File: src/visc_cfg.svh
`ifndef VISC_CFG_SVH
`define VISC_CFG_SVH
// Behaviour
// - Enable-set write of 1 enables that interrupt; 0 ignored; reads show enables.
// - Enabled pending interrupts are activated by priority; disabled ones never activate.
// - Enable-clear write of 1 disables that interrupt; reads show enables.
// - Pending-set write of 1 makes that interrupt pending; reads show pending.
// - Pending-set on pending changes nothing; on disabled still sets pending.
// - Pending-clear write of 1 removes pending; reads show pending.
// - Pending-clear never touches the active state.
// - Active register reads 1 for active or active-and-pending interrupts.
// - Each interrupt has priority 0 to 7; smaller is more urgent.
// - Only bits 7:5 of each priority byte stored; bits 4:0 read zero.
// - Priority registers accept byte and word accesses, four fields each.
// - Interrupt N priority sits in register N/4, byte lane N mod 4.
// - Writing a number to the trigger field makes that interrupt pending.
// - Trigger register takes unprivileged writes only while the permit bit is 1.
// - Pending is set by high line while inactive, rising edge, or software.
// - Handler entry moves an interrupt from pending to active.
// - Handler return samples the line: high goes pending, low goes inactive.
// - Pending-clear with line still high leaves state unchanged.
// - Interrupts 0-31 in the first register of each pair, 32-63 the second.

// ==================== Register map (byte addresses in the block)
`define VISC_OFS_ENABLE_SET 12'h100
`define VISC_OFS_ENABLE_CLEAR 12'h180
`define VISC_OFS_PENDING_SET 12'h200
`define VISC_OFS_PENDING_CLEAR 12'h280
`define VISC_OFS_ACTIVE 12'h300
`define VISC_OFS_PRIORITY 12'h400
`define VISC_OFS_TRIGGER 12'hf00
`define VISC_NUM_IRQ 64
`define VISC_PRIO_W 3
`define VISC_PRIO_LSB 5
`define VISC_TRIG_W 9
`define VISC_RESET_WORD 32'h0000_0000
`endif

File: src/visc_pkg.sv
package visc_pkg;
  typedef logic [2:0] visc_prio_t;
  typedef logic [5:0] visc_irq_t;
  typedef logic [31:0] visc_word_t;
endpackage : visc_pkg

File: src/visc_prio_mem.sv
`timescale 1ns/1ps
`include "visc_cfg.svh"
module visc_prio_mem (
  input wire logic clk_sys_i,
  input wire logic reset_n_i,
  input wire logic [3:0] wr_idx_i,
  input wire logic [3:0] wr_lane_i,
  input wire logic [31:0] wr_data_i,
  input wire logic [3:0] rd_idx_i,
  output logic [31:0] rd_data_o,
  output logic [`VISC_NUM_IRQ*3-1:0] prio_flat_o
);
  logic [2:0] mem_r [0:`VISC_NUM_IRQ-1];

  genvar g;
  generate
    for (g = 0; g < `VISC_NUM_IRQ; g = g + 1) begin : g_ent
      wire sel_w = (wr_idx_i == 4'(g / 4)) && wr_lane_i[g % 4];
      always_ff @(posedge clk_sys_i or negedge reset_n_i) begin
        if (!reset_n_i) begin
          mem_r[g] <= 3'h0;
        end else if (sel_w) begin
          mem_r[g] <= wr_data_i[(g % 4) * 8 + `VISC_PRIO_LSB +: `VISC_PRIO_W];
        end
      end
      assign prio_flat_o[g*3 +: 3] = mem_r[g];
    end
  endgenerate

  // ==================== Registered read port
  always_ff @(posedge clk_sys_i or negedge reset_n_i) begin
    if (!reset_n_i) begin
      rd_data_o <= 32'h0;
    end else begin
      rd_data_o <= {mem_r[{rd_idx_i, 2'h3}], 5'h0, mem_r[{rd_idx_i, 2'h2}], 5'h0,
                    mem_r[{rd_idx_i, 2'h1}], 5'h0, mem_r[{rd_idx_i, 2'h0}], 5'h0};
    end
  end
endmodule : visc_prio_mem

File: src/visc_state_ctrl.sv
`timescale 1ns/1ps
`include "visc_cfg.svh"
module visc_state_ctrl (
  input wire logic clk_sys_i,
  input wire logic reset_n_i,
  input wire logic [63:0] irq_line_i,
  input wire logic reg_sel_i,
  input wire logic reg_wr_i,
  input wire logic [11:0] reg_addr_i,
  input wire logic [3:0] reg_be_i,
  input wire logic [31:0] reg_wdata_i,
  input wire logic reg_priv_i,
  input wire logic unprivileged_pend_permit_i,
  output logic [31:0] reg_rdata_o,
  output logic reg_err_o,
  input wire logic entry_i,
  input wire visc_pkg::visc_irq_t entry_irq_i,
  input wire logic return_i,
  input wire visc_pkg::visc_irq_t return_irq_i,
  output logic req_valid_o,
  output visc_pkg::visc_irq_t req_irq_o,
  output visc_pkg::visc_prio_t req_prio_o
);
  import visc_pkg::*;

  // ==================== Line synchronisers
  logic [63:0] line_s1_r;
  logic [63:0] line_s2_r;
  logic [63:0] line_prev_r;
  always_ff @(posedge clk_sys_i or negedge reset_n_i) begin
    if (!reset_n_i) begin
      line_s1_r <= 64'h0;
      line_s2_r <= 64'h0;
      line_prev_r <= 64'h0;
    end else begin
      line_s1_r <= irq_line_i;
      line_s2_r <= line_s1_r;
      line_prev_r <= line_s2_r;
    end
  end

  // ==================== Bus decode
  logic [63:0] enable_r;
  logic [63:0] pending_r;
  logic [63:0] active_r;
  wire [11:0] base_w = {reg_addr_i[11:3], 3'h0};
  wire word_w = reg_addr_i[2];
  wire wr_w = reg_sel_i && reg_wr_i;
  wire aligned_w = (reg_addr_i[1:0] == 2'h0);
  wire wfull_w = wr_w && aligned_w && (reg_be_i == 4'hf);
  wire hit_es_w = base_w == `VISC_OFS_ENABLE_SET;
  wire hit_ec_w = base_w == `VISC_OFS_ENABLE_CLEAR;
  wire hit_ps_w = base_w == `VISC_OFS_PENDING_SET;
  wire hit_pc_w = base_w == `VISC_OFS_PENDING_CLEAR;
  wire hit_ac_w = base_w == `VISC_OFS_ACTIVE;
  wire hit_pr_w = reg_addr_i[11:6] == 6'(`VISC_OFS_PRIORITY >> 6);
  wire hit_tr_w = reg_addr_i == `VISC_OFS_TRIGGER;
  wire hit_any_w = hit_es_w || hit_ec_w || hit_ps_w || hit_pc_w || hit_ac_w
                   || hit_pr_w || hit_tr_w;
  wire [63:0] wmask_w = word_w ? {reg_wdata_i, 32'h0} : {32'h0, reg_wdata_i};
  wire [63:0] en_set_w = (wfull_w && hit_es_w) ? wmask_w : 64'h0;
  wire [63:0] en_clr_w = (wfull_w && hit_ec_w) ? wmask_w : 64'h0;
  wire trig_ok_w = wfull_w && hit_tr_w && (reg_priv_i || unprivileged_pend_permit_i);
  wire [8:0] trig_num_w = reg_wdata_i[`VISC_TRIG_W-1:0];
  wire [63:0] trig_w = (trig_ok_w && trig_num_w < 9'(`VISC_NUM_IRQ))
                       ? (64'h1 << trig_num_w[5:0]) : 64'h0;
  wire [63:0] pnd_set_w = ((wfull_w && hit_ps_w) ? wmask_w : 64'h0) | trig_w;
  wire [63:0] pnd_clr_w = (wfull_w && hit_pc_w) ? wmask_w : 64'h0;
  wire [63:0] entry_w = entry_i ? (64'h1 << entry_irq_i) : 64'h0;
  wire [63:0] ret_w = return_i ? (64'h1 << return_irq_i) : 64'h0;
  // Entry masks the level term, else a held line re-pends at handler entry
  wire [63:0] hw_set_w = (line_s2_r & ~(active_r | entry_w)) | (line_s2_r & ~line_prev_r);
  wire pr_wr_w = wr_w && aligned_w && hit_pr_w && reg_priv_i;

  // ==================== State update
  wire [63:0] pnd_nxt = (pending_r & ~(pnd_clr_w & ~line_s2_r) & ~entry_w)
                        | pnd_set_w | hw_set_w | (ret_w & line_s2_r);
  wire [63:0] act_nxt = (active_r | entry_w) & ~ret_w;
  wire [63:0] en_nxt = (enable_r | en_set_w) & ~en_clr_w;
  always_ff @(posedge clk_sys_i or negedge reset_n_i) begin
    if (!reset_n_i) begin
      enable_r <= 64'h0;
      pending_r <= 64'h0;
      active_r <= 64'h0;
    end else if (reg_priv_i || !wr_w || hit_tr_w) begin
      enable_r <= en_nxt;
      pending_r <= pnd_nxt;
      active_r <= act_nxt;
    end else begin
      pending_r <= (pending_r & ~entry_w) | hw_set_w | (ret_w & line_s2_r);
      active_r <= act_nxt;
    end
  end

  // ==================== Priority storage
  logic [`VISC_NUM_IRQ*3-1:0] prio_flat_w;
  logic [31:0] prio_rd_w;
  visc_prio_mem u_prio (
    .clk_sys_i(clk_sys_i),
    .reset_n_i(reset_n_i),
    .wr_idx_i(pr_wr_w ? reg_addr_i[5:2] : 4'h0),
    .wr_lane_i(pr_wr_w ? reg_be_i : 4'h0),
    .wr_data_i(reg_wdata_i),
    .rd_idx_i(reg_addr_i[5:2]),
    .rd_data_o(prio_rd_w),
    .prio_flat_o(prio_flat_w)
  );

  // ==================== Arbitration
  wire [63:0] cand_w = pending_r & enable_r & ~active_r;
  always_comb begin
    logic [2:0] best;
    best = 3'h7;
    req_valid_o = 1'b0;
    req_irq_o = 6'h0;
    for (int i = 0; i < `VISC_NUM_IRQ; i++) begin
      if (cand_w[i] && (!req_valid_o || prio_flat_w[i*3 +: 3] < best)) begin
        req_valid_o = 1'b1;
        req_irq_o = 6'(i);
        best = prio_flat_w[i*3 +: 3];
      end
    end
    req_prio_o = best;
  end

  // ==================== Read data
  // Priority read comes registered, so all reads answer one cycle late
  logic rd_pr_r;
  logic [31:0] rd_r;
  logic err_r;
  wire [63:0] rd_src_w = (hit_es_w || hit_ec_w) ? enable_r :
                         (hit_ps_w || hit_pc_w) ? pending_r :
                         hit_ac_w ? active_r : 64'h0;
  always_ff @(posedge clk_sys_i or negedge reset_n_i) begin
    if (!reset_n_i) begin
      rd_r <= `VISC_RESET_WORD;
      rd_pr_r <= 1'b0;
      err_r <= 1'b0;
    end else begin
      rd_r <= word_w ? rd_src_w[63:32] : rd_src_w[31:0];
      rd_pr_r <= hit_pr_w;
      err_r <= reg_sel_i && (!hit_any_w || !aligned_w ||
               (!reg_priv_i && !hit_tr_w) || (hit_tr_w && !reg_wr_i) ||
               (hit_tr_w && !reg_priv_i && !unprivileged_pend_permit_i));
    end
  end
  assign reg_rdata_o = rd_pr_r ? prio_rd_w : rd_r;
  assign reg_err_o = err_r;
endmodule : visc_state_ctrl

File: config.mk
export PLATFORM = sky130hd
export DESIGN_NAME = visc_state_ctrl
export DESIGN_NICKNAME = d
export VERILOG_FILES = /design/src/visc_pkg.sv /design/src/visc_prio_mem.sv /design/src/visc_state_ctrl.sv
export VERILOG_INCLUDE_DIRS = /design/src
export SDC_FILE = /design/constraint.sdc
export NUM_CORES = 2
export LEC_CHECK = 0
export BUFFER_PORTS_ARGS = -buffer_cell sky130_fd_sc_hd__buf_2
export CAP_MARGIN = 10
export CORE_MARGIN = 8
export CORE_UTILIZATION = 50
export DETAILED_ROUTE_END_ITERATION = 16
export GPL_ROUTABILITY_DRIVEN = 0
export GPL_TIMING_DRIVEN = 0
export PLACE_DENSITY_LB_ADDON = 0.05
export SYNTH_ARGS = -nofsm -noshare
export SYNTH_HDL_FRONTEND = slang
export SYNTH_SLANG_ARGS = --single-unit
File: constraint.sdc
create_clock -name clk_sys_i -period 102.5 [get_ports clk_sys_i]
set_input_delay 20.5 -clock clk_sys_i [delete_from_list [all_inputs] [get_ports clk_sys_i]]
set_output_delay 20.5 -clock clk_sys_i [all_outputs]
set_load 0.03 [all_outputs]
Yosys cells after proc, flatten, opt, wreduce, memory -nomap -nowiden --
Cells that the tools add are included.
Word-level totals: register bits after elaboration 622, input port bits 132, logic and storage cells 712
Cells by class: shift operators 3, mux-type cells 219, reductions and logical operators 293, equality and inequality tests 23, bitwise logic cells 32, order comparisons 68
Operators by type and width (count):
- two-way mux 64 bit | 12
- AND 64 bit | 11
- OR 64 bit | 9
- inverter 64 bit | 8
- two-way mux 6 bit | 61
- two-way mux 3 bit | 72
- << shifter 1 x 6 -> 64 bit, first input constant | 3
- < comparator 3 bit | 63
- logical AND 1 bit | 144
- logical OR 1 bit | 77
- binary-select mux 3 bit (select 6 bit) | 4
- logical NOT 1 bit | 70
- two-way mux 1 bit | 65
- two-way mux 32 bit | 2
- == test 4 bit, second input constant | 9
- greater-or-equal comparator 7 bit, second input constant | 4
- inverter 6 -> 7 bit | 4
- == test 9 x 7 -> 1 bit, second input constant | 3
- == test 9 x 6 -> 1 bit, second input constant | 2
- == test 4 x 3 -> 1 bit, second input constant | 4
- == test 12 bit, second input constant | 1
- < comparator 9 x 7 -> 1 bit, second input constant | 1
- == test 4 x 2 -> 1 bit, second input constant | 2
- two-way mux 4 bit | 2
- other kinds (5) | 5

Logic depth before layout (Yosys ltp) --
word-level depth 255, gate-level depth with buffers 466, mapped depth without buffers 461

By module --
Synthesis repeated with hierarchy kept, for this count alone.
Unflattened totals: cell total of the unflattened synthesis 3847, area, all modules 37120.6 um^2
Modules (own cells, without submodules):
- visc_state_ctrl | area an instance 27790.4 um^2, cells each 3221, times used 1, seq. area each 10460.0 um^2
- visc_prio_mem | area an instance 9330.2 um^2, cells each 626, times used 1, seq. area each 5104.9 um^2

Worst setup path after synthesis --
OpenSTA, ideal clock, no wires.
path type reg2out, start reg u_prio.mem_r (netlist bit u_prio.prio_flat_o[3]), end out req_prio_o[0], cell stages (with the launch flop) 435, buffers on the path 6, arrival time 73473 ps, data required time 82000 ps, setup slack 8527 ps, path through dfrtp_1 > nand2b_1 > maj3_2 > o22ai_4 > mux2_1 > o21a_1 > o21ai_0 > inv_1 > ha_1 > a21o_1 > nor4b_1 > a21oi_1 > a311oi_1 > a21o_1 > buf_6 > nor2_1 > a21oi_1 > ha_1 > [... 399 more ...] > nand3b_1 > inv_1 > o31a_1 > o31ai_4 > o21a_2 > o31ai_2 > ha_1 > a21o_1 > a211o_1 > nor2_1 > o31ai_1 > nand2b_1 > mux2_2 > ha_1 > o211a_1 > o21ai_1 > nand2_1 > mux2i_1
On the way: longest elaborated chain between the ends 252
Ends and longest elaborated chain:
- from (decl) | RTL line visc_prio_mem.sv:13 | logic [2:0] mem_r [0:`VISC_NUM_IRQ-1];
- from (signal, indexed assignment) | RTL line visc_prio_mem.sv:23 | mem_r[g] <= wr_data_i[(g % 4) * 8 + `VISC_PRIO_LSB +: `VISC_PRIO_W];
- < comparator 3 bit | RTL line visc_state_ctrl.sv:117 | if (cand_w[i] && (!req_valid_o || prio_flat_w[i*3 +: 3] < best)) begin
- logical OR 1 bit | RTL line visc_state_ctrl.sv:117
- logical AND 1 bit | RTL line visc_state_ctrl.sv:117
- two-way mux 3 bit / two-way mux 1 bit (equally long branches) | RTL line visc_state_ctrl.sv:117
- < comparator 3 bit / logical NOT 1 bit (equally long branches) | RTL line visc_state_ctrl.sv:117
- logical OR 1 bit | RTL line visc_state_ctrl.sv:117
- logical AND 1 bit | RTL line visc_state_ctrl.sv:117
- two-way mux 3 bit / two-way mux 1 bit (equally long branches) | RTL line visc_state_ctrl.sv:117
- [... 236 more ...]
- < comparator 3 bit / logical NOT 1 bit (equally long branches) | RTL line visc_state_ctrl.sv:117
- logical OR 1 bit | RTL line visc_state_ctrl.sv:117
- logical AND 1 bit | RTL line visc_state_ctrl.sv:117
- two-way mux 3 bit / two-way mux 1 bit (equally long branches) | RTL line visc_state_ctrl.sv:117
- < comparator 3 bit / logical NOT 1 bit (equally long branches) | RTL line visc_state_ctrl.sv:117
- logical OR 1 bit | RTL line visc_state_ctrl.sv:117
- logical AND 1 bit | RTL line visc_state_ctrl.sv:117
- two-way mux 3 bit * | RTL line visc_state_ctrl.sv:117
- to (decl) | RTL line visc_state_ctrl.sv:22 | output visc_pkg::visc_prio_t req_prio_o
Every way passes the cells marked *; elsewhere a longest branch is shown, timed or not.

Final worst setup path --
start reg active_r[0], end out req_prio_o[2]
On the way: longest elaborated chain between the ends 255
Ends and longest elaborated chain:
- from (decl) | RTL line visc_state_ctrl.sv:45 | logic [63:0] active_r;
- from (signal assigned) | RTL line visc_state_ctrl.sv:88 | active_r <= act_nxt;
- from (signal assigned) | RTL line visc_state_ctrl.sv:91 | active_r <= act_nxt;
- inverter 64 bit * | RTL line visc_state_ctrl.sv:110 | wire [63:0] cand_w = pending_r & enable_r & ~active_r;
- AND 64 bit * | RTL line visc_state_ctrl.sv:110
- two-way mux 3 bit / two-way mux 1 bit (equally long branches) | RTL line visc_state_ctrl.sv:117
- < comparator 3 bit / logical NOT 1 bit (equally long branches) | RTL line visc_state_ctrl.sv:117
- logical OR 1 bit | RTL line visc_state_ctrl.sv:117
- logical AND 1 bit | RTL line visc_state_ctrl.sv:117
- two-way mux 3 bit / two-way mux 1 bit (equally long branches) | RTL line visc_state_ctrl.sv:117
- < comparator 3 bit / logical NOT 1 bit (equally long branches) | RTL line visc_state_ctrl.sv:117
- [... 239 more ...]
- < comparator 3 bit / logical NOT 1 bit (equally long branches) | RTL line visc_state_ctrl.sv:117
- logical OR 1 bit | RTL line visc_state_ctrl.sv:117
- logical AND 1 bit | RTL line visc_state_ctrl.sv:117
- two-way mux 3 bit / two-way mux 1 bit (equally long branches) | RTL line visc_state_ctrl.sv:117
- < comparator 3 bit / logical NOT 1 bit (equally long branches) | RTL line visc_state_ctrl.sv:117
- logical OR 1 bit | RTL line visc_state_ctrl.sv:117
- logical AND 1 bit | RTL line visc_state_ctrl.sv:117
- two-way mux 3 bit * | RTL line visc_state_ctrl.sv:117
Marks and branches as above.

==> results.py <==
metrics = {
    "status": {
        "outcome": "completed",
    },
    "clock_tree": {
        "clock_path_buffers": 3,
        "cts_tree": "done",
        "clk_pin_slew_ns": 0.07,
        "numCtsBuffers": 71,
        "hold_buffers": 0,
        "cts.sinks": 622,
        "htree_levels": 3,
        "clkLatencyLatePin_ns": 0.65,
        "root_buffer": "clkbuf_16",
    },
    "logic_synthesis": {
        "synth_top_family_by_area": "compound AO/OA/AOI/OAI gates",
        "syn_area_sq_um": 37260,
        "synth-xor-area-share_pct": 0,
        "syn_avg_cell_area_sq_um": 9.418,
        "ys_warn_count": 0,
        "synthArstFlopShare_pct": 100.0,
        "syn_nets": 4153,
        "ys_seq_area_share_pct": 41.77,
        "yosys.area.top_type": "dfrtp_1",
        "ys_types": 146,
        "synth_top_area_share_pct": 41.77,
        "synth-simple-area-share_pct": 18.14,
        "synth_most_common_cell": "dfrtp_1",
        "synth_area_leaders": "dfrtp_1 (42%), nand2_1 (5.1%), a21oi_1 (4.7%), mux4_2 (3.6%), mux2_2 (3.5%)",
        "synth_edf_count": 0,
        "synth_mux_area_share_pct": 9.436,
        "synthAdderAreaFrac_pct": 2.871,
        "synth_compound_area_share_pct": 24.38,
        "netlist_top_cells_count": "dfrtp_1 (622), nand2_1 (506), a21oi_1 (352), nor2_1 (276), o21ai_0 (221)",
        "synth-seq-cells": 622,
        "synthCells": 3956,
        "ys.flop_type": "dfrtp_1",
    },
    "global_routing": {
        "grt_pass1_vias": 33590,
        "globalRouteOverflowTotal": 0,
        "antenna_found_initial": 16,
        "grt_first_pass_wirelength_microns": 228300,
        "grt_max_degree": 113,
        "grt_use_total_pct": 37.19,
    },
    "worst_setup_path": {
        "crit_top_cell": "ha_1",
        "cp-end-kind": "output port",
        "critical_path.startpoint_type": "register",
        "critPathMaxFanout": 9,
        "critical_path.max_stage_delay_ns": 0.51,
        "cp_slowest_cell": "or4_1",
        "crit_type": "reg -> out",
        "cp.required_ns": 82.00,
        "arrival_ns": 78.14,
    },
    "detailed_routing": {
        "drtPass1Iterations": 11,
        "wire_per_inst_microns": 30.10,
        "ant_nets": 0,
        "finalWirelength_microns": 160600,
        "dr_total_vias": 36200,
        "drc": 0,
        "initialDrtViolationCount": 5162,
        "vias_per_cell": 6.786,
    },
    "power": {
        "vdd_ir_drop_max_mv": 0.01849,
        "leakagePower_nw": 19.08,
        "power_uw": 588.1,
        "p_per_area_nw_per_um2": 13.37,
    },
    "placement": {
        "dpl.hpwl_microns": 119300,
        "postPlaceCellArea_sq_um": 39470,
        "port_buffers": 149,
    },
    "layout": {
        "drive_above_1_share_pct": 20.23,
        "syn_to_final_growth_pct": 18.03,
        "postLayoutCoreUtil_pct": 59.37,
        "fin_nets": 4502,
        "finish.instance_area_sq_um": 43980,
        "fillerInstances": 6552,
    },
    "sta": {
        "finalSetupViolations": 0,
        "period_needed_ns": 98.64,
        "min_period_over_period_pct": 96.24,
        "worst_pin_slew_ns": 1.481,
        "final_hold_viol_count": 0,
        "slew_headroom_pct": 1.278,
        "fin_worst_skew_ns": 0.03221,
        "max_freq_ghz": 0.01014,
        "maxSlewViolCount": 0,
    },
    "worst_hold_path": {
        "hp-class": "reg -> reg",
    },
    "die": {
        "die-width_microns": 289.0,
        "die_y_microns": 289.0,
        "io_pins": 175,
        "core_area_sq_um": 74070,
        "rows": 100,
        "initial_core_util_pct": 50.30,
        "die_area_sq_um": 83510,
    },
    "flow_run": {
        "maxCapViolations": 0,
    },
}
[routing by layer]
metal  vias up  track usage [%]  share of wire [%]
met1     17610            47.72                 37
met3       608            11.64                 13
met2      2416            53.61                 42
met4        12            25.08                8.1
met5         -                0              0.047
li1      15550                -                  -
[what timing repair did]
action,4_1_cts,5_1_grt
cloned,0,0
resized for setup,46,188
pin swaps,7,75
setup buffers,9,105
setup endpoints to repair,9,9
[logic make-up after synthesis]
logic type / after synthesis
DFF: 622
and+or+nand+nor: 1374
muxes: 259
AOI/OAI and AO/OA: 1285
adders and majority gates: 90
buffers and inverters: 326
[critical path: cells and delay by family (launching register included)]
family	cells	cell delay, ns
compound gates	179	31.42
mux	25	5.93
simple gates	139	20.53
buf+inv	41	3.58
flops	1	0.42
fa+ha+maj	61	15.48
[placed cells by master, fill, tap and decap left out, types with 72 or more instances in the layout]
cell         n
nand3b_1    72
dfrtp_1    621
o21ai_0    203
a21oi_1    325
a21o_1      75
buf_2      152
mux2_2     114
nand2b_1    94
buf_4      122
clkbuf_1   142
clkbuf_16   72
nand2_1    494
nand3_1     94
nor2_1     266
inv_1      160
[cell type report]
| class | count | area [sq um] | area share (%) |
|---|---|---|---|
| buffer | 164 | 661.9 | 1.505 |
| antenna | 7 | 17.52 | 0.03983 |
| clock inverter | 34 | 588.1 | 1.337 |
| inverter | 160 | 600.6 | 1.366 |
| timing repair buffer | 278 | 1904 | 4.330 |
| tap | 969 | 1212 | 2.757 |
| clock buffer | 93 | 1979 | 4.501 |
| multi-input combinational | 3008 | 21450 | 48.77 |
| sequential | 622 | 15570 | 35.40 |
[path summary, 6_finish.rpt]
check,from,to,slack [ns],cells after the start
min in group asynchronous,reset_n_i,line_s1_r[9]$_DFF_PN0_,19.81,1
max reg2reg,u_prio.prio_flat_o[135]$_DFFE_PN0P_,u_prio.rd_data_o[13]$_DFF_PN0_,100.53,3
min,line_s1_r[42]$_DFF_PN0_,line_s2_r[42]$_DFF_PN0_,0.34,0
max,active_r[0]$_DFF_PN0_,req_prio_o[2],3.86,445
min reg2reg,line_s1_r[42]$_DFF_PN0_,line_s2_r[42]$_DFF_PN0_,0.34,0
max in group asynchronous,reset_n_i,u_prio.prio_flat_o[151]$_DFFE_PN0P_,81.19,3
[stage by stage]
stage | TNS [ns] | setup WS [ns] | std cells | hold WS, ns
2_1_floorplan | 0 | 8.527 | 3956 | 0.3312
3_3_place_gp | -22.79 | -2.630 | 5074 | 0.3313
3_5_place_dp | -24.94 | -2.873 | 5086 | 0.3347
4_1_cts | 0 | 0.003695 | 5222 | 0.3462
5_1_grt | -8.215 | -0.9556 | 5332 | 0.3529
6_report | 0 | 3.858 | 5335 | 0.3445
[registers in the layout, summed over array words and instances, names as in the netlist, 32 cells and up]
register            count
u_prio.prio_flat_o    192
active_r               64
enable_r               64
line_prev_r            64
line_s1_r              64
line_s2_r              64
pending_r              64
rd_r                   32
[where the power goes]
group          internal [mW]  switching [mW]
registers              0.255         0.00705
clock network          0.169           0.114
logic                 0.0131          0.0306
total                  0.437           0.151
No activity file was read; power rests on OpenSTA's default activity.
